==> config.mk <==
export PLATFORM = sky130hd
export DESIGN_NAME = pce_top
export DESIGN_NICKNAME = d
export VERILOG_FILES = /design/src/core/pce_pkg.sv /design/src/core/pce_top.sv
export VERILOG_INCLUDE_DIRS = /design/src /design/src/core
export SDC_FILE = /design/constraint.sdc
export NUM_CORES = 2
export LEC_CHECK = 0
export CELL_PAD_IN_SITES_DETAIL_PLACEMENT = 1
export CELL_PAD_IN_SITES_GLOBAL_PLACEMENT = 2
export CORE_MARGIN = 5
export CORE_UTILIZATION = 42
export CTS_CLUSTER_DIAMETER = 60
export DETAILED_ROUTE_END_ITERATION = 8
export DONT_BUFFER_PORTS = 1
export PLACE_DENSITY = 0.89
export RECOVER_POWER = 25
export SYNTH_ARGS = -nofsm -noshare
export SYNTH_HDL_FRONTEND = slang
export SYNTH_SLANG_ARGS = --single-unit
==> constraint.sdc <==
create_clock -name sys_clk -period 16.6 [get_ports sys_clk]
set_input_delay 0.83 -clock sys_clk [delete_from_list [all_inputs] [get_ports sys_clk]]
set_output_delay 0.83 -clock sys_clk [all_outputs]
set_load 0.03 [all_outputs]
==> src/core/pce_regs.svh <==
`ifndef PCE_REGS_SVH
`define PCE_REGS_SVH
// register word addresses on reg_addr
`define PCE_A_SEL 8'h00
`define PCE_A_PITCH 8'h01
`define PCE_A_MODE 8'h02
`define PCE_A_TGT0 8'h03
`define PCE_A_DUR0 8'h07
`define PCE_A_EXTCNT 8'h0b
`define PCE_A_STS 8'h0c
`define PCE_A_MASK 8'h0d
`define PCE_A_OUTST 8'h0e
`define PCE_NCH 4
// reset values
`define PCE_SEL_RST 2'h0
`define PCE_PITCH_RST 32'h0000_2710
`define PCE_MODE_RST 2'h0
`define PCE_TGT_RST 32'sh0000_0000
`define PCE_DUR_RST 16'h0000
// limits
`define PCE_SEL_MAX 2'h2
`define PCE_PITCH_MAX 32'h4000_0000
`define PCE_TGT_MAX 32'sh4000_0000
`define PCE_TGT_MIN -32'sh4000_0000
// comparison modes
`define PCE_MODE_OFF 2'h0
`define PCE_MODE_FWD 2'h1
`define PCE_MODE_REV 2'h2
`define PCE_MODE_BOTH 2'h3
`define PCE_MODE_FWD_BIT 0
`define PCE_MODE_REV_BIT 1
// timing
`define PCE_CLK_NS 100
`define PCE_MS_NS 1000000
`endif

==> src/core/pce_pkg.sv <==
package pce_pkg;
   typedef enum logic [1:0] {
      PCE_ENC_OFF,
      PCE_ENC_CCW,
      PCE_ENC_CW
   } pce_enc_sel_type;
   typedef struct packed {
      logic signed [31:0] target;
      logic [15:0] dur;
   } pce_chan_type;
   typedef enum logic {
      PCE_T_IDLE,
      PCE_T_HOLD
   } pce_tstate_type;
endpackage

==> src/core/pce_top.sv <==
`timescale 1ns/1ps
`include "pce_regs.svh"
// Overview of operation
// - encoder select: off, count-up CCW, count-up CW
// - 32-bit pitch, 0 to 2^30, resets 10000
// - targets compared with absolute position counter
// - mode 0 off, 1 forward, 2 reverse, 3 both
// - four signed targets, clamped to +-2^30, reset zero
// - reaching target holds output for duration ms
// - four 16-bit durations, reset zero, taken at the next reach
module pce_top import pce_pkg::*; #(
   parameter int MS_CYCLES = `PCE_MS_NS / `PCE_CLK_NS
) (
   input wire logic sys_clk,
   input wire logic rst,
   input wire logic clk_en,
   input wire logic [7:0] reg_addr,
   input wire logic [31:0] reg_wdata,
   input wire logic reg_wr,
   input wire logic reg_rd,
   output logic [31:0] reg_rdata,
   input wire logic enc_a,
   input wire logic enc_b,
   input wire logic signed [31:0] abs_pos,
   output logic ext_fb_active,
   output logic ext_fb_invert,
   output logic [31:0] ext_pitch,
   output logic signed [31:0] ext_count,
   output logic cmp_out,
   output logic irq
);
   localparam logic [13:0] MS_LAST = 14'(MS_CYCLES - 1);

   // configuration registers
   pce_enc_sel_type sel_r;
   logic [31:0] pitch_r;
   logic [1:0] mode_r;
   pce_chan_type chan_r [`PCE_NCH];
   logic [`PCE_NCH-1:0] sts_r;
   logic [`PCE_NCH-1:0] mask_r;
   logic [31:0] rdata_r;

   // decode
   wire wr_sel = reg_wr && (reg_addr == `PCE_A_SEL);
   wire wr_pitch = reg_wr && (reg_addr == `PCE_A_PITCH);
   wire wr_mode = reg_wr && (reg_addr == `PCE_A_MODE);
   wire wr_sts = reg_wr && (reg_addr == `PCE_A_STS);
   wire wr_mask = reg_wr && (reg_addr == `PCE_A_MASK);
   wire signed [31:0] wd_s = signed'(reg_wdata);

   // out-of-range values are clamped rather than dropped
   wire [1:0] sel_nxt = (reg_wdata[1:0] > `PCE_SEL_MAX) ? `PCE_SEL_MAX
                                                        : reg_wdata[1:0];
   wire [31:0] pitch_nxt = (reg_wdata > `PCE_PITCH_MAX) ? `PCE_PITCH_MAX
                                                        : reg_wdata;
   wire signed [31:0] tgt_nxt = (wd_s > `PCE_TGT_MAX) ? `PCE_TGT_MAX :
                                (wd_s < `PCE_TGT_MIN) ? `PCE_TGT_MIN : wd_s;

   always_ff @(posedge sys_clk or posedge rst) begin
      if (rst) begin
         sel_r <= PCE_ENC_OFF;
      end else if (clk_en && wr_sel) begin
         sel_r <= pce_enc_sel_type'(sel_nxt);
      end
   end

   always_ff @(posedge sys_clk or posedge rst) begin
      if (rst) begin
         pitch_r <= `PCE_PITCH_RST;
      end else if (clk_en && wr_pitch) begin
         pitch_r <= pitch_nxt;
      end
   end

   always_ff @(posedge sys_clk or posedge rst) begin
      if (rst) begin
         mode_r <= `PCE_MODE_RST;
      end else if (clk_en && wr_mode) begin
         mode_r <= reg_wdata[1:0];
      end
   end

   always_ff @(posedge sys_clk or posedge rst) begin
      if (rst) begin
         mask_r <= '0;
      end else if (clk_en && wr_mask) begin
         mask_r <= reg_wdata[`PCE_NCH-1:0];
      end
   end

   assign ext_fb_active = (sel_r != PCE_ENC_OFF);
   assign ext_fb_invert = (sel_r == PCE_ENC_CW);
   assign ext_pitch = pitch_r;

   // external encoder pins: three flops, a change is taken once
   // the second and third agree
   logic [2:0] a_sync_r;
   logic [2:0] b_sync_r;
   logic a_f_r;
   logic b_f_r;
   logic a_p_r;
   logic b_p_r;
   logic signed [31:0] cnt_r;

   always_ff @(posedge sys_clk or posedge rst) begin
      if (rst) begin
         a_sync_r <= '0;
         b_sync_r <= '0;
      end else if (clk_en) begin
         a_sync_r <= {a_sync_r[1:0], enc_a};
         b_sync_r <= {b_sync_r[1:0], enc_b};
      end
   end

   always_ff @(posedge sys_clk or posedge rst) begin
      if (rst) begin
         a_f_r <= 1'b0;
         b_f_r <= 1'b0;
         a_p_r <= 1'b0;
         b_p_r <= 1'b0;
      end else if (clk_en) begin
         if (a_sync_r[1] == a_sync_r[2]) begin
            a_f_r <= a_sync_r[2];
         end
         if (b_sync_r[1] == b_sync_r[2]) begin
            b_f_r <= b_sync_r[2];
         end
         a_p_r <= a_f_r;
         b_p_r <= b_f_r;
      end
   end

   // one quadrature edge per step; a double change is a lost step and
   // is ignored rather than guessed
   wire a_chg = a_f_r ^ a_p_r;
   wire b_chg = b_f_r ^ b_p_r;
   wire enc_step = a_chg ^ b_chg;
   wire enc_up_raw = a_p_r ^ b_f_r;
   wire enc_up = enc_up_raw ^ ext_fb_invert;

   always_ff @(posedge sys_clk or posedge rst) begin
      if (rst) begin
         cnt_r <= '0;
      end else if (clk_en && enc_step && ext_fb_active) begin
         cnt_r <= enc_up ? cnt_r + 32'sh1 : cnt_r - 32'sh1;
      end
   end

   assign ext_count = cnt_r;

   // previous position sample; armed after the first sample so a
   // reset-time jump does not look like a crossing
   logic signed [31:0] prev_r;
   logic armed_r;

   always_ff @(posedge sys_clk or posedge rst) begin
      if (rst) begin
         prev_r <= '0;
         armed_r <= 1'b0;
      end else if (clk_en) begin
         prev_r <= abs_pos;
         armed_r <= 1'b1;
      end
   end

   logic [`PCE_NCH-1:0] fire;
   logic [`PCE_NCH-1:0] active;
   wire fwd_en = mode_r[`PCE_MODE_FWD_BIT];
   wire rev_en = mode_r[`PCE_MODE_REV_BIT];

   genvar g;
   generate
      for (g = 0; g < `PCE_NCH; g++) begin : g_ch
         wire [7:0] a_tgt = 8'(`PCE_A_TGT0 + g);
         wire [7:0] a_dur = 8'(`PCE_A_DUR0 + g);
         wire wr_tgt = reg_wr && (reg_addr == a_tgt);
         wire wr_dur = reg_wr && (reg_addr == a_dur);
         wire signed [31:0] tgt = chan_r[g].target;
         wire up_x = (prev_r < tgt) && (abs_pos >= tgt);
         wire dn_x = (prev_r > tgt) && (abs_pos <= tgt);
         pce_tstate_type st_r;
         logic [13:0] cyc_r;
         logic [15:0] ms_r;

         // one process per channel word keeps a single driver per element
         always_ff @(posedge sys_clk or posedge rst) begin
            if (rst) begin
               chan_r[g].target <= `PCE_TGT_RST;
               chan_r[g].dur <= `PCE_DUR_RST;
            end else if (clk_en) begin
               if (wr_tgt) begin
                  chan_r[g].target <= tgt_nxt;
               end
               if (wr_dur) begin
                  chan_r[g].dur <= reg_wdata[15:0];
               end
            end
         end

         // crossing outside the selected direction is ignored
         assign fire[g] = armed_r && ((fwd_en && up_x) || (rev_en && dn_x));

         // a crossing with a nonzero duration restarts the hold with the present duration
         always_ff @(posedge sys_clk or posedge rst) begin
            if (rst) begin
               st_r <= PCE_T_IDLE;
               cyc_r <= '0;
               ms_r <= '0;
            end else if (clk_en) begin
               if (fire[g] && (chan_r[g].dur != '0)) begin
                  st_r <= PCE_T_HOLD;
                  ms_r <= chan_r[g].dur;
                  cyc_r <= MS_LAST;
               end else begin
                  case (st_r)
                     PCE_T_IDLE: begin
                        cyc_r <= '0;
                     end
                     PCE_T_HOLD: begin
                        if (cyc_r != '0) begin
                           cyc_r <= cyc_r - 14'h1;
                        end else if (ms_r == 16'h1) begin
                           ms_r <= '0;
                           st_r <= PCE_T_IDLE;
                        end else begin
                           ms_r <= ms_r - 16'h1;
                           cyc_r <= MS_LAST;
                        end
                     end
                     default: begin
                        st_r <= PCE_T_IDLE;
                     end
                  endcase
               end
            end
         end

         assign active[g] = (st_r == PCE_T_HOLD);

         // hold length in cycles, for the check below
         logic [31:0] hold_cnt_r;
         always_ff @(posedge sys_clk or posedge rst) begin
            if (rst) begin
               hold_cnt_r <= '0;
            end else if (clk_en) begin
               if (fire[g]) begin
                  hold_cnt_r <= '0;
               end else if (active[g]) begin
                  hold_cnt_r <= hold_cnt_r + 32'h1;
               end
            end
         end

         property p_hold_len;
            @(posedge sys_clk) disable iff (rst)
            active[g] |-> hold_cnt_r < 32'(chan_r[g].dur) * 32'(MS_CYCLES) + 32'h1;
         endproperty
         a_hold_len: assert property (p_hold_len)
            else $error("hold exceeds programmed duration");

         property p_tgt_clamp;
            @(posedge sys_clk) disable iff (rst)
            tgt <= `PCE_TGT_MAX && tgt >= `PCE_TGT_MIN;
         endproperty
         a_tgt_clamp: assert property (p_tgt_clamp)
            else $error("target out of range");
      end
   endgenerate

   // sticky reach events; a new event beats a clear in the same cycle
   wire [`PCE_NCH-1:0] sts_clr = wr_sts ? reg_wdata[`PCE_NCH-1:0] : '0;
   wire [`PCE_NCH-1:0] sts_nxt = (sts_r & ~sts_clr) | fire;

   always_ff @(posedge sys_clk or posedge rst) begin
      if (rst) begin
         sts_r <= '0;
      end else if (clk_en) begin
         sts_r <= sts_nxt;
      end
   end

   always_ff @(posedge sys_clk or posedge rst) begin
      if (rst) begin
         irq <= 1'b0;
         cmp_out <= 1'b0;
      end else if (clk_en) begin
         irq <= |(sts_nxt & mask_r);
         cmp_out <= |active;
      end
   end

   // read mux
   logic [31:0] rd_mux;
   always_comb begin
      rd_mux = '0;
      if (reg_addr == `PCE_A_SEL) begin
         rd_mux = {30'h0, sel_r};
      end else if (reg_addr == `PCE_A_PITCH) begin
         rd_mux = pitch_r;
      end else if (reg_addr == `PCE_A_MODE) begin
         rd_mux = {30'h0, mode_r};
      end else if (reg_addr >= `PCE_A_TGT0 && reg_addr < `PCE_A_DUR0) begin
         rd_mux = chan_r[2'(reg_addr - `PCE_A_TGT0)].target;
      end else if (reg_addr >= `PCE_A_DUR0 && reg_addr < `PCE_A_EXTCNT) begin
         rd_mux = {16'h0, chan_r[2'(reg_addr - `PCE_A_DUR0)].dur};
      end else if (reg_addr == `PCE_A_EXTCNT) begin
         rd_mux = cnt_r;
      end else if (reg_addr == `PCE_A_STS) begin
         rd_mux = {28'h0, sts_r};
      end else if (reg_addr == `PCE_A_MASK) begin
         rd_mux = {28'h0, mask_r};
      end else if (reg_addr == `PCE_A_OUTST) begin
         rd_mux = {27'h0, cmp_out, active};
      end
   end

   // read data stands one cycle only
   always_ff @(posedge sys_clk or posedge rst) begin
      if (rst) begin
         rdata_r <= '0;
      end else if (clk_en) begin
         rdata_r <= reg_rd ? rd_mux : '0;
      end
   end

   assign reg_rdata = rdata_r;

   property p_sel_range;
      @(posedge sys_clk) disable iff (rst)
      sel_r <= PCE_ENC_CW;
   endproperty
   a_sel_range: assert property (p_sel_range)
      else $error("encoder select out of range");

   property p_enc_up;
      @(posedge sys_clk) disable iff (rst)
      clk_en && enc_step && sel_r == PCE_ENC_CCW && enc_up_raw |=>
         cnt_r == $past(cnt_r) + 32'sh1;
   endproperty
   a_enc_up: assert property (p_enc_up)
      else $error("encoder count did not step up");

   property p_enc_off;
      @(posedge sys_clk) disable iff (rst)
      sel_r == PCE_ENC_OFF |=> $stable(cnt_r);
   endproperty
   a_enc_off: assert property (p_enc_off)
      else $error("encoder counted while unused");

   property p_pitch_max;
      @(posedge sys_clk) disable iff (rst)
      clk_en && wr_pitch |=> pitch_r <= `PCE_PITCH_MAX && pitch_r == $past(pitch_nxt);
   endproperty
   a_pitch_max: assert property (p_pitch_max)
      else $error("pitch write wrong");

   property p_mode_off;
      @(posedge sys_clk) disable iff (rst)
      mode_r == `PCE_MODE_OFF |-> fire == '0;
   endproperty
   a_mode_off: assert property (p_mode_off)
      else $error("compare fired while disabled");

   property p_fwd_only;
      @(posedge sys_clk) disable iff (rst)
      mode_r == `PCE_MODE_FWD && fire[0] |-> abs_pos > prev_r;
   endproperty
   a_fwd_only: assert property (p_fwd_only)
      else $error("forward mode fired on falling position");

   property p_rev_only;
      @(posedge sys_clk) disable iff (rst)
      mode_r == `PCE_MODE_REV && fire[0] |-> abs_pos < prev_r;
   endproperty
   a_rev_only: assert property (p_rev_only)
      else $error("reverse mode fired on rising position");

   property p_out_on;
      @(posedge sys_clk) disable iff (rst)
      clk_en && fire[0] && chan_r[0].dur != '0 ##1 clk_en |=> cmp_out;
   endproperty
   a_out_on: assert property (p_out_on)
      else $error("output not raised after reach");

   property p_sticky;
      @(posedge sys_clk) disable iff (rst)
      clk_en && fire[1] |=> sts_r[1];
   endproperty
   a_sticky: assert property (p_sticky)
      else $error("reach event lost");

endmodule // pce_top

==> impl_metrics.ini <==
[flow_run]
max_cap_viol_count = 2

[worst_setup_path]
critPathMaxFanout = 32
critPathMaxStageDelay_ps = 760
critical_path.cell_chain = nor2b_1 > xor2_2 > buf_4 > ha_1 > a21oi_1 > o21ai_0 > or3_1 > o211ai_1 > a21oi_1 > nor3_1 > o21ai_0 > a41oi_1 > o21ai_0 > xnor2_1 > o21ai_0
worstPathRequired_ps = 17100
worstSetupPathType = reg2reg
critical_path.startpoint_type = flop
worst-endpoint-arrival_ps = 5330
critical-path-slowest-cell = sky130_fd_sc_hd__nor2b_1
end_kind = flop
worst_path_most_repeated_cell = sky130_fd_sc_hd__o21ai_0

[clock_network]
cts_root_buf = sky130_fd_sc_hd__clkbuf_16
cts_hold_buffers = 0
cts_tree = done
cts.clk_slew.worst_paths_ps = 60
post_cts_buffers = 0
htree_levels = 2
clock_sink_count = 469
tritoncts.num_buffers = 56
cts_resized = 0
worstSkewPairLatency_ps = 650
cts_max_path_buffers = 3

[timing]
final_min_period_over_clock_period = 0.2907
timing_worst_slew_pin_value_ps = 3576
timing.final.max_slew_violations = 120
finClkSkew_ps = 35.78
fmax_mhz = 207.2
setup_viol = 0
timing.max_slew.rel_slack = -1.397
grt_setup_unrepaired = no
setup-tns-final_ps = 0
fin_crit_period_ps = 4826
hold_violations = 0

[final_layout]
num-nets-final = 3560
layout_commonest_cell = sky130_fd_sc_hd__dfrtp_1
areaGrowthSynthToFinish_pct = 9.679
num-fill-cells = 8053
final_cell_mix = sky130_fd_sc_hd__dfrtp_1, sky130_fd_sc_hd__nand2_1, sky130_fd_sc_hd__o21ai_0
postLayoutCellArea_um2 = 33230
final_layout_size_suffix_gt1_frac = 0.1055

[synth]
synth.ff_latch_count = 469
mean_area_per_synthesized_cell_um2 = 9.375
dominantRegCellSynth = sky130_fd_sc_hd__dfrtp_1
synth.net_count = 3614
cell_accounting_for_the_most_synthesized_area = sky130_fd_sc_hd__dfrtp_1
area_fraction_of_the_dominant_cell_type_after_synthesis = 0.3832
synthArstFlopShare = 1.000
ys_warn_count = 0
syn-cell-area_um2 = 30300
post_synthesis_sequential_area_ratio = 0.3875
synth-edff-count = 0
synth.top_cells.by_area = sky130_fd_sc_hd__dfrtp_1, sky130_fd_sc_hd__ha_1, sky130_fd_sc_hd__o21ai_0
post_synth_num_cell_types = 83
post_synth_inst_count = 3232

[placement]
dpl-instance-area_um2 = 31220
gp_routability_congestion = 0.9209
detailedPlacementHpwl_mm = 83.65
io_buffer_count = 0

[detailed_routing]
drt-total-wl_mm = 113.4
detail_route.iter0.violations = 2396
detail_route.vias_per_cell = 6.344
drc = 0
num_vias = 26500
number_of_iterations_in_the_first_detailed_routing_pass = 7
drt-wirelength-per-cell_um = 27.15
ant_nets = 0

[power_and_ir_drop]
pwr_density_cell_nw_per_um2 = 112.8
leakage_nw = 14.44
ir_worst_vdd_v = 0.00009030

[outcome]
violations_in_the_final_reports = capacitance limit, slew limit
outcome = finished, violations left

[floorplanning]
rows = 98
dieArea_um2 = 77620
die_h_um = 278.6
dieWidth_um = 278.6
io_pins = 179
core_area_um2 = 71490
initial_core_utilization = 0.4239

[global_routing]
vias_in_the_first_global_route = 27890
antenna_found_initial = 5
overflow = 0
grt_start_max_net_pins = 171
global_route_wire_length_before_repair_mm = 173.9
track_usage = 0.2842

[worst_hold_path]
min_path_type = in2reg
[synthesized netlist by cell type, types with 68 or more instances]
library cell                 n
sky130_fd_sc_hd__o21ai_0   317
sky130_fd_sc_hd__nor2_1    175
sky130_fd_sc_hd__dfrtp_1   464
sky130_fd_sc_hd__nand3_1    68
sky130_fd_sc_hd__nand2_1   395
sky130_fd_sc_hd__inv_1     214
sky130_fd_sc_hd__a21oi_1   193
sky130_fd_sc_hd__mux2_2    121
sky130_fd_sc_hd__a21o_1     68
sky130_fd_sc_hd__nor3_1     75
sky130_fd_sc_hd__ha_1      302
sky130_fd_sc_hd__clkbuf_1  113
[report_power, final]
part,internal [mW],switching (mW)
logic,0.388,0.592
clock network,0.805,0.549
registers,1.21,0.199
[worst max-delay path: cells and delay by family, from the launching register on]
family | cells | cell delay [ps]
adders and majority gates | 1 | 360
xor gates and xnor gates | 2 | 340
and+or+nand+nor | 3 | 1470
DFF | 1 | 410
AOI/OAI and AO/OA | 8 | 1680
buffers and inverters | 1 | 370
[through the flow]
step           setup WS [ps]  hold slack (ps)    util  total power [mW]  cells
2_1_floorplan           2698            448.1       -             2.099   3232
3_3_place_gp           12000            464.1  0.4368             2.334   4070
3_5_place_dp           11850            480.3  0.4368             2.395   4070
4_1_cts                11810            115.3  0.4649             3.765   4174
5_1_grt                11530            299.2  0.4648             3.937   4175
6_report               11770            312.7  0.4649             3.748   4177
[sequential cells by signal, indices dropped and copies added, names as in the netlist]
signal      cells
sel_r           2
chan_r         64
g_ch.ms_r      64
g_ch.st_r       4
sts_r           4
mode_r          2
cmp_out         1
irq             1
reg_rdata      32
a_f_r           1
prev_r         32
ext_pitch      32
b_p_r           1
g_ch.cyc_r     56
b_f_r           1
a_p_r           1
b_sync_r        3
mask_r          4
a_sync_r        3
g_ch.tgt      128
ext_count      32
armed_r         1
[path summary, 6_finish.rpt]
path,start,endpoint,slack [ps],depth (start not counted)
max,sel_r[0]$_DFFE_PP0P_,ext_count[30]$_DFFE_PP0P_,11770,15
min,reg_wdata[16],ext_pitch[16]$_DFFE_PP0P_,310,1
max reg2reg,sel_r[0]$_DFFE_PP0P_,ext_count[30]$_DFFE_PP0P_,11770,15
min reg2reg,g_ch[0].cyc_r[10]$_DFFE_PP0P_,g_ch[0].cyc_r[10]$_DFFE_PP0P_,490,2
max in group asynchronous,rst,ext_count[11]$_DFFE_PP0P_,12470,3
min in group asynchronous,rst,prev_r[8]$_DFFE_PP0P_,1110,1
[routing by layer]
layer  GRT usage  vias to the layer above  share of wire
li1            -                    11790              -
met1      0.3651                    13590           0.41
met2      0.4750                      857           0.48
met3     0.05360                      269          0.064
met4      0.1156                        0          0.047
met5           0                        -              0
[layout make-up]
cell class | instances | area (um2) | area share
Clock inverter | 33 | 460.4 | 0.01385
Inverter | 214 | 804.5 | 0.02421
Timing Repair Buffer | 27 | 215.2 | 0.006476
Multi-Input combinational cell | 2410 | 17270 | 0.5195
Clock buffer | 71 | 1549 | 0.04661
Antenna cell | 3 | 7.507 | 0.0002259
Sequential cell | 469 | 11740 | 0.3533
Tap cell | 950 | 1189 | 0.03577
[logic make-up after synthesis]
group,after synthesis,synth area share
compound gates,925,0.1974
xor+xnor,35,0.01012
fa+ha+maj,303,0.1254
buf+inv,353,0.04435
flops,469,0.3875
mux,195,0.08940
simple gates,952,0.1458
Power figures use the tool's default switching activity.
